[config.mk]
export PLATFORM = sky130hd
export DESIGN_NAME = mfdc_top
export DESIGN_NICKNAME = d
export VERILOG_FILES = /design/src/mfdc_top.v /design/src/mfdc_pn9.v /design/src/mfdc_adc_div.v
export VERILOG_INCLUDE_DIRS = /design/src
export SDC_FILE = /design/constraint.sdc
export NUM_CORES = 1
export LEC_CHECK = 0
export ABC_AREA = 1
export BUFFER_PORTS_ARGS = -buffer_cell sky130_fd_sc_hd__buf_2
export CORE_ASPECT_RATIO = 1.25
export CORE_MARGIN = 2
export CORE_UTILIZATION = 45
export DETAILED_ROUTE_END_ITERATION = 7
export GPL_TIMING_DRIVEN = 1
export PLACE_DENSITY = 0.66
export SYNTH_ARGS = -nofsm -noshare
export SYNTH_HDL_FRONTEND = slang
export SYNTH_SLANG_ARGS = --single-unit
[constraint.sdc]
create_clock -name pclk -period 4.8 [get_ports pclk]
set_input_delay 0.72 -clock pclk [delete_from_list [all_inputs] [get_ports pclk]]
set_output_delay 0.72 -clock pclk [all_outputs]
set_load 0.05 [all_outputs]
[src/mfdc_defines.vh]
// Purpose: Shared constants for the modem format and deviation block
// Assumes: APB byte addresses are four times the printed register index
// Notes:   Definitions only
`ifndef MFDC_DEFINES_VH
`define MFDC_DEFINES_VH
// Register indices
`define MFDC_IDX_MODEM      8'h0d
`define MFDC_IDX_DEV        8'h0e
`define MFDC_IDX_STATUS     8'h20
// Reset values
`define MFDC_MODEM_RST      8'h30
`define MFDC_DEV_RST        8'he8
// Modem register fields
`define MFDC_ADC_HI         6
`define MFDC_ADC_LO         4
`define MFDC_WHITEN_BIT     2
`define MFDC_FMT_HI         1
`define MFDC_FMT_LO         0
`define MFDC_MODEM_WMASK    8'h77
// Deviation register fields
`define MFDC_SHAPE_BIT      7
`define MFDC_EXP_HI         6
`define MFDC_EXP_LO         4
`define MFDC_MANT_HI        3
`define MFDC_MANT_LO        0
// Data formats
`define MFDC_FMT_NRZ        2'h0
`define MFDC_FMT_MANCH      2'h1
`define MFDC_FMT_ASYNC_LO   2'h2
`define MFDC_FMT_ASYNC_HI   2'h3
// Whitening sequence seed
`define MFDC_PN9_SEED       9'h1ff
// Deviation formula exponent offsets
`define MFDC_LOW_BAND_OFS   5'h10
`define MFDC_HIGH_BAND_OFS  5'h0f
`endif

[src/mfdc_top.v]
// Purpose: Modem format, whitening, deviation configuration block
// Assumes: APB slave on pclk; link pins synchronised two stages
// Notes:   One bit per bit strobe in NRZ, half a bit in Manchester; async formats ignore the strobe
//          Status word at index 0x20 is read-only
//          Clock enable low freezes every register
// Function
// - ADC clock is crystal over twice (code plus one), reset code 3.
// - ADC clock equals four times IF; software aims at 1.2288 MHz.
// - Whitening bit scrambles TX and RX with x^9+x^5+1 sequence.
// - Format 00 is NRZ and 01 is Manchester.
// - Formats 10 and 11 are async with data clock held low or high.
// - Deviation bit 7 enables Gaussian shaping, reset to one.
// - Deviation exponent bits 6:4 reset 6, mantissa bits 3:0 reset 8.
// - Low band deviation is fref times mantissa times 2^(exp-16).
// - High band deviation is fref times mantissa times 2^(exp-15).
// - Mantissa zero selects on-off keying for receive and transmit.
// - Reference frequency is crystal over the reference divisor.
//
// Our own choice: register access over APB.
`timescale 1ns/1ps
`default_nettype none
`include "mfdc_defines.vh"
module mfdc_top #(
    parameter FREF_W = 24
) (
    // APB slave
    input  wire              pclk,
    input  wire              presetn,
    input  wire              psel,
    input  wire              penable,
    input  wire              pwrite,
    input  wire [11:0]       paddr,
    input  wire [31:0]       pwdata,
    input  wire [3:0]        pstrb,
    output reg  [31:0]       prdata,
    output reg               pready,
    output reg               pslverr,
    // Clock enable
    input  wire              clk_en,
    // Clock sources and mode
    input  wire              xtal_tick,
    input  wire [FREF_W-1:0] fref_hz,
    input  wire              high_band,
    input  wire              tx_active,
    input  wire              rx_active,
    // Bit streams
    input  wire              bit_strobe,
    input  wire              tx_data_in,
    input  wire              rx_bit_in,
    output reg               tx_sym_out,
    output reg               rx_data_out,
    output reg               data_clock_out,
    // Modulator controls
    output reg               adc_clk_out,
    output reg               shaping_enable,
    output reg               ook_mode,
    output reg  [FREF_W+3:0] deviation_hz
);
    ////////////////////////////////////////////////////////////////////
    // Register copies, pin synchronisers and activity tracking
    reg  [7:0]        modem_q;
    reg  [7:0]        dev_q;
    reg  [1:0]        tx_sync_q;
    reg  [1:0]        rx_sync_q;
    reg               act_q;
    reg               half_q;
    reg               man_bit_q;
    reg  [FREF_W+3:0] dev_d;
    reg  [7:0]        status_d;
    wire              act_now;
    wire              adc_clk;
    wire              pn_bit;
    wire              wr_en;
    wire              rd_en;
    wire [9:0]        idx;
    wire [1:0]        fmt;
    wire [2:0]        tx_dev_exponent;
    wire [3:0]        tx_dev_mantissa;
    wire              whitening_enable;
    wire              tx_white;
    wire              rx_white;

    ////////////////////////////////////////////////////////////////////
    // Field decode
    // Fields sliced once here so every user sees the same bits
    // Bus index drops the two byte-offset bits of the address
    assign fmt              = modem_q[`MFDC_FMT_HI:`MFDC_FMT_LO];
    assign whitening_enable = modem_q[`MFDC_WHITEN_BIT];
    assign tx_dev_exponent  = dev_q[`MFDC_EXP_HI:`MFDC_EXP_LO];
    assign tx_dev_mantissa  = dev_q[`MFDC_MANT_HI:`MFDC_MANT_LO];
    assign idx              = paddr[11:2];
    assign act_now          = tx_active | rx_active;
    assign wr_en = psel & penable & pwrite;
    assign rd_en = psel & ~penable & ~pwrite;

    // Deviation scaled by a power of two, exponent offset per band
    // Product is four bits wider than the reference input
    // Shift is offset minus exponent, at least eight for legal codes
    function [FREF_W+3:0] dev_calc;
        input [FREF_W-1:0] fref;
        input [3:0]        mant;
        input [2:0]        expo;
        input [4:0]        ofs;
        reg   [FREF_W+3:0] prod;
        reg   [4:0]        sh;
        begin
            prod     = {4'h0, fref} * {{FREF_W{1'b0}}, mant};
            sh       = ofs - {2'h0, expo};
            dev_calc = prod >> sh;
        end
    endfunction

    // Whitening applied only while enabled
    // Same mask on both paths, so the far end undoes it alike
    function apply_white;
        input data;
        input en;
        input pn;
        begin
            apply_white = data ^ (en & pn);
        end
    endfunction

    ////////////////////////////////////////////////////////////////////
    // Pin synchronisers
    // Host pins change on their own timing, hence two stages
    // Only the second stage feeds the data path
    // Both stages hold while the clock enable is low
    always @(posedge pclk or negedge presetn) begin
        if (!presetn) begin
            tx_sync_q <= 2'h0;
            rx_sync_q <= 2'h0;
        end else if (clk_en) begin
            tx_sync_q <= {tx_sync_q[0], tx_data_in};
            rx_sync_q <= {rx_sync_q[0], rx_bit_in};
        end
    end

    ////////////////////////////////////////////////////////////////////
    // APB register file
    // Reserved modem bits masked off, so they always read zero
    // Only byte lane zero matters, registers are eight bits wide
    // Writes land at the access edge, never in the setup cycle
    // Status word is not writable, its address is ignored here
    // Held constant while clock enable is low
    always @(posedge pclk or negedge presetn) begin
        if (!presetn) begin
            modem_q <= `MFDC_MODEM_RST;
            dev_q   <= `MFDC_DEV_RST;
        end else if (clk_en && wr_en && pstrb[0]) begin
            if (idx == {2'h0, `MFDC_IDX_MODEM}) begin
                modem_q <= pwdata[7:0] & `MFDC_MODEM_WMASK;
            end
            if (idx == {2'h0, `MFDC_IDX_DEV}) begin
                dev_q <= pwdata[7:0];
            end
        end
    end

    // Status word: activity, OOK, current sequence bit, format
    // Lets software see the sequence bit during bit error tests
    always @* begin
        status_d = {3'h0, act_q, ook_mode, pn_bit, fmt};
    end

    // Read data, one wait-free access phase, unmapped reads error
    // Data captured in the setup cycle, shown in the access cycle
    // Ready and error stand together for exactly one cycle
    // A write to the read-only status word is flagged as an error
    // Read data holds until the next setup
    always @(posedge pclk or negedge presetn) begin
        if (!presetn) begin
            prdata  <= 32'h0;
            pready  <= 1'b0;
            pslverr <= 1'b0;
        end else if (clk_en) begin
            pready  <= psel & ~penable;
            pslverr <= 1'b0;
            if (rd_en) begin
                if (idx == {2'h0, `MFDC_IDX_MODEM}) begin
                    prdata <= {24'h0, modem_q};
                end else if (idx == {2'h0, `MFDC_IDX_DEV}) begin
                    prdata <= {24'h0, dev_q};
                end else if (idx == {2'h0, `MFDC_IDX_STATUS}) begin
                    prdata <= {24'h0, status_d};
                end else begin
                    prdata  <= 32'h0;
                    pslverr <= 1'b1;
                end
            end else if (psel & ~penable) begin
                prdata  <= 32'h0;
                pslverr <= ~((idx == {2'h0, `MFDC_IDX_MODEM}) |
                             (idx == {2'h0, `MFDC_IDX_DEV}));
            end
        end
    end

    ////////////////////////////////////////////////////////////////////
    // Whitening generator
    // Rise of tx or rx activity from idle reseeds, keeping both link ends aligned
    // Sequence steps once per strobe only while active
    mfdc_pn9 u_pn9 (
        .pclk    (pclk),
        .presetn (presetn),
        .clk_en  (clk_en),
        .restart (act_now & ~act_q),
        .advance (bit_strobe & act_q),
        .pn_bit  (pn_bit)
    );

    // ADC clock divider
    // Code zero is unsupported and simply parks the clock
    // Software picks the code for an ADC clock near four times IF
    mfdc_adc_div u_adc (
        .pclk      (pclk),
        .presetn   (presetn),
        .clk_en    (clk_en),
        .xtal_tick (xtal_tick),
        .div_code  (modem_q[`MFDC_ADC_HI:`MFDC_ADC_LO]),
        .adc_clk_q (adc_clk)
    );

    // Whitened bits for both directions
    assign tx_white = apply_white(tx_sync_q[1], whitening_enable, pn_bit);
    assign rx_white = apply_white(rx_sync_q[1], whitening_enable, pn_bit);

    // Deviation from reference frequency, band selects offset
    // Upper band uses an offset one smaller, so twice the deviation
    // Mantissa zero gives zero here; the keying flag covers that case
    always @* begin
        if (high_band) begin
            dev_d = dev_calc(fref_hz, tx_dev_mantissa, tx_dev_exponent,
                             `MFDC_HIGH_BAND_OFS);
        end else begin
            dev_d = dev_calc(fref_hz, tx_dev_mantissa, tx_dev_exponent,
                             `MFDC_LOW_BAND_OFS);
        end
    end

    ////////////////////////////////////////////////////////////////////
    // Data path and outputs
    // Every output registered; deviation trails its fields by a cycle
    // Sync formats: symbols move only on a strobe, data clock follows
    // Manchester: one strobe per half bit, first half carries the bit
    // Async formats: data passes every cycle, data clock parked
    always @(posedge pclk or negedge presetn) begin
        if (!presetn) begin
            act_q          <= 1'b0;
            half_q         <= 1'b0;
            man_bit_q      <= 1'b0;
            tx_sym_out     <= 1'b0;
            rx_data_out    <= 1'b0;
            data_clock_out <= 1'b0;
            adc_clk_out    <= 1'b0;
            shaping_enable <= 1'b1;
            ook_mode       <= 1'b0;
            deviation_hz   <= {(FREF_W+4){1'b0}};
        end else if (clk_en) begin
            act_q          <= act_now;
            adc_clk_out    <= adc_clk;
            shaping_enable <= dev_q[`MFDC_SHAPE_BIT];
            ook_mode       <= (tx_dev_mantissa == 4'h0);
            deviation_hz   <= dev_d;
            case (fmt)
                `MFDC_FMT_NRZ: begin
                    data_clock_out <= bit_strobe;
                    if (bit_strobe) begin
                        tx_sym_out  <= tx_white;
                        rx_data_out <= rx_white;
                    end
                end
                `MFDC_FMT_MANCH: begin
                    data_clock_out <= bit_strobe;
                    if (bit_strobe) begin
                        half_q <= ~half_q;
                        if (!half_q) begin
                            man_bit_q   <= tx_white;
                            tx_sym_out  <= tx_white;
                            rx_data_out <= rx_white;
                        end else begin
                            tx_sym_out <= ~man_bit_q;
                        end
                    end
                end
                `MFDC_FMT_ASYNC_LO: begin
                    data_clock_out <= 1'b0;
                    tx_sym_out     <= tx_white;
                    rx_data_out    <= rx_white;
                end
                default: begin
                    data_clock_out <= 1'b1;
                    tx_sym_out     <= tx_white;
                    rx_data_out    <= rx_white;
                end
            endcase
        end
    end
endmodule // mfdc_top
`default_nettype wire

[src/mfdc_pn9.v]
// Purpose: Nine stage whitening sequence generator
// Assumes: Advance strobe once per bit
// Notes:   Polynomial x^9 + x^5 + 1, reseeded on restart
`timescale 1ns/1ps
`default_nettype none
`include "mfdc_defines.vh"
module mfdc_pn9 (
    // Clock and reset
    input  wire       pclk,
    input  wire       presetn,
    input  wire       clk_en,
    // Control
    input  wire       restart,
    input  wire       advance,
    // Sequence bit
    output wire       pn_bit
);
    reg [8:0] lfsr_q;

    ////////////////////////////////////////////////////////////////////
    // Shift register, seeded at each activation
    always @(posedge pclk or negedge presetn) begin
        if (!presetn) begin
            lfsr_q <= `MFDC_PN9_SEED;
        end else if (clk_en) begin
            if (restart) begin
                lfsr_q <= `MFDC_PN9_SEED;
            end else if (advance) begin
                lfsr_q <= {lfsr_q[7:0], lfsr_q[8] ^ lfsr_q[4]};
            end
        end
    end

    assign pn_bit = lfsr_q[8];
endmodule // mfdc_pn9
`default_nettype wire

[src/mfdc_adc_div.v]
// Purpose: ADC clock divider from the crystal clock
// Assumes: Crystal clock enable ticks in pclk domain
// Notes:   Output toggles every (code+1) ticks, period 2*(code+1)
`timescale 1ns/1ps
`default_nettype none
`include "mfdc_defines.vh"
module mfdc_adc_div (
    // Clock and reset
    input  wire       pclk,
    input  wire       presetn,
    input  wire       clk_en,
    // Crystal tick and divisor code
    input  wire       xtal_tick,
    input  wire [2:0] div_code,
    // Divided clock
    output reg        adc_clk_q
);
    reg [2:0] cnt_q;

    ////////////////////////////////////////////////////////////////////
    // Half period counter, code 0 stops the clock
    always @(posedge pclk or negedge presetn) begin
        if (!presetn) begin
            cnt_q     <= 3'h0;
            adc_clk_q <= 1'b0;
        end else if (clk_en && xtal_tick && div_code != 3'h0) begin
            if (cnt_q >= div_code) begin
                cnt_q     <= 3'h0;
                adc_clk_q <= ~adc_clk_q;
            end else begin
                cnt_q <= cnt_q + 3'h1;
            end
        end
    end
endmodule // mfdc_adc_div
`default_nettype wire

==> results.toml <==
[status]
status = "finished, final reports clean"

[die]
die_h_microns = 159.8
coreArea_sq_mm = 0.01926
initial_core_util_pct = 45.37
rows = 57
die_area_sq_mm = 0.02055
io_pins = 153
die_w_microns = 128.6

[min_path]
hp-class = "reg -> reg"

[grt]
grtUsageMet1_pct = 29.65
busiest_layer = "met2"
grt_pass1_wl_microns = 36370
grt_max_degree = 79
grt_pass1_vias = 7921
grt.met2_usage_pct = 34.77
grt_overflow = 0
gr-usage-all-layers_pct = 21.25
use_met3_pct = 2.345
antenna_found_initial = 0

[detailed_routing]
vias_per_cell = 5.045
drc = 0
wirelength_microns = 20900
ant_nets = 0
drt-initial-drc-count = 523
num_vias = 8380
wire_per_inst_microns = 12.58
drt_first_pass_iters = 5

[sta]
rsz0062_at_grt = "no"
finClkSkew_ns = 0.01312
relSlewSlack_pct = 36.07
finalSetupViolCount = 0
slew_violations = 0
post-route-min-period_ns = 4.389
worst_pin_slew_ns = 0.9589
fmax_mhz = 227.9
tns_ns = 0
hold_violations = 0
finalCritPeriodShare_pct = 91.43

[clock_network]
clk_path_buf_depth = 2
numCtsBuffers = 9
cts_tree = "yes"
cts.repair.resized = 0
post_cts_buffers = 0
cts_sinks = 78
clk_latency_ns = 0.34
hold_buffers = 0
clock-root-buffer = "clkbuf_16"
htree_levels = 3
clk_pin_slew_ns = 0.06

[power_and_ir_drop]
switchingPower_mw = 0.5937
power_frac_seq_pct = 38.7
clkPwrFrac_pct = 40.4
power.share.switching_pct = 32.13
power_frac_comb_pct = 20.9
vdd_drop_max_mv = 0.2070
leakagePower_nw = 5.462
internal-power_mw = 1.254
powerDensity_mw_per_mm2 = 191.8

[worst_setup_path]
reg2reg_from = "dev_q[1]$_DFFE_PN0P_"
cp-start-kind = "flip-flop"
critical_path_class = "reg -> reg"
cpMostUsedCell = "nand2_1"
crit_path_end = "deviation_hz[1]$_DFFE_PN0P_"
crit_chain = "nand2_1, fa_1, fa_1, inv_1, fa_1, nand3_1, nand3_2, nand2_1, nand2_1, nand2_1, nand3_1, nand2_1, nand3_1, nand3_1, nand2_1, nand2_1, nand2_1, nand3_1, nand2_1"
slowest_stage = "dfrtp_1"
startpoint = "dev_q[1]$_DFFE_PN0P_"
critPathCaptureType = "flip-flop"
reg2reg_to = "deviation_hz[1]$_DFFE_PN0P_"
r2r_cells = 19
worst_ep_required_time_ns = 5.02
cpPeakStageDelay_ns = 0.96
arrival_ns = 4.61
reg2reg_slack_ns = 0.41
critPathMaxFanout = 27

[synthesis]
synth_cell_type_count = 47
ys_ff_latch = 78
yosysSeqAreaShare_pct = 22.57
syn_area_sq_mm = 0.008737
synthFlopType = "dfrtp_1"
yosysWarnings = 0
syn_inst = 1346
async_flop_share_pct = 100.0
synth-edff-count = 0
syn_avg_cell_area_sq_um = 6.491

[finish]
multi_input_area_sq_mm = 0.005637
syn2layout_area_growth_pct = 10.25
seqCellArea_sq_mm = 0.001972
num-fill-cells = 2046
final_util_pct = 50.03
mostFrequentLayoutCells = "467 x nand2_1, 217 x inv_1, 175 x nand3_1"
layout_commonest_cell = "nand2_1"
final_nets = 1587
antenna_cells = 0
drive_gt1_share_pct = 14.46

[place]
dp_hpwl_microns = 16990
io_buffers = 99
place.gp.congestion = 0.9088

[job]
cap_violations = 0
-- sequential cells by signal (all words and copies together) (netlist names), 2 cells and up --
signal,count
deviation_hz,28
u_pn9.lfsr_q,9
dev_q,8
prdata,8
modem_q,6
u_adc.cnt_q,3
rx_sync_q,2
tx_sync_q,2
-- worst max-delay path: cells and delay by family (launching register included) --
kind | cells | cell delay (ns)
adder cells (fa/ha/maj) | 3 | 1.45
flip-flops | 1 | 0.96
AND/OR/NAND/NOR | 15 | 1.79
buffers and inverters | 1 | 0.06
-- area by class of cell --
class | instances | area share (%)
Clock inverter | 7 | 1.091
Multi-Input combinational cell | 999 | 58.51
Sequential cell | 78 | 20.47
Inverter | 226 | 8.806
Clock buffer | 9 | 2.338
Tap cell | 236 | 3.065
Timing Repair Buffer | 106 | 5.715
-- through the flow --
step	hold slack, ns	setup WS (ns)	instances	cell area (sq um)	power, mW
4_1_cts	0.4806	0.4250	1661	9633	1.868
3_3_place_gp	0.4580	0.5132	1645	9303	1.111
3_5_place_dp	0.4633	0.4368	1645	9303	1.113
2_1_floorplan	0.4244	0.9748	1369	8823	1.019
6_report	0.4779	0.4113	1661	9633	1.848
5_1_grt	0.4987	0.05761	1661	9633	1.937
-- layer usage --
| layer | vias to the layer above | wire [microns] |
|---|---|---|
| li1 | 4342 | - |
| met1 | 3838 | 9949 |
| met2 | 170 | 9845 |
| met3 | 30 | 709 |
| met4 | 0 | 393 |
| met5 | - | 0 |
-- cell families (layout without fill, tap and decap cells) --
logic type | count (synthesis) | after routing | share of synthesized area [%]
muxes | 3 | 3 | 0.3866
other | 1 | 24 | 0.04292
adders and majority gates | 82 | 82 | 15.52
and+or+nand+nor | 762 | 762 | 38.57
buffers and inverters | 292 | 348 | 13.95
DFF | 78 | 78 | 22.57
AOI/OAI and AO/OA | 121 | 121 | 8.263
xor gates and xnor gates | 7 | 7 | 0.7017
-- cells in the mapped netlist (4+ instances only) --
master    number  area [sq um]
ha_1          38         475.5
nand3_2       16         160.2
o21ai_1        9         45.04
nand4_1       15         93.84
o211ai_1       4         30.03
o21a_1         4         30.03
o21ai_0       48         240.2
a21oi_1       25         125.1
buf_4         27         202.7
a22oi_1       13         97.59
dfstp_2       16         420.4
nand2_2       22         137.6
nor2_1        38         142.6
nand2_1      467          1753
nand3_1      175         875.8
inv_1        217         814.5
and2_1         5         31.28
xor2_1         5         43.79
fa_1          44         880.8
buf_2         17         85.08
inv_2          6         22.52
nor2_2         8         50.05
dfrtp_1       62          1551
clkbuf_1      20         75.07
nor3_1         4         20.02
-- worst min-delay path by stage --
stage          cells after the start  slack, ns                    startpoint                            to
6_report                           2       0.48   u_pn9.lfsr_q[0]$_DFFE_PN1P_   u_pn9.lfsr_q[0]$_DFFE_PN1P_
5_1_grt                            2       0.50   deviation_hz[7]$_DFFE_PN0P_   deviation_hz[7]$_DFFE_PN0P_
4_1_cts                            2       0.48  deviation_hz[16]$_DFFE_PN0P_  deviation_hz[16]$_DFFE_PN0P_
3_5_place_dp                       2       0.46  deviation_hz[16]$_DFFE_PN0P_  deviation_hz[16]$_DFFE_PN0P_
3_3_place_gp                       2       0.46   deviation_hz[8]$_DFFE_PN0P_   deviation_hz[8]$_DFFE_PN0P_
2_1_floorplan                      0       0.42                       presetn             act_q$_DFFE_PN0P_
-- power by group through the flow --
stage	Combinational (mW)	Clock, mW	Sequential, mW
after floorplan	0.206	0	0.813
after global placement	0.384	0	0.727
after detailed placement	0.386	0	0.727
after CTS	0.387	0.766	0.715
after global routing	0.424	0.794	0.719
final	0.386	0.747	0.715
Power figures use the tool's default switching activity.
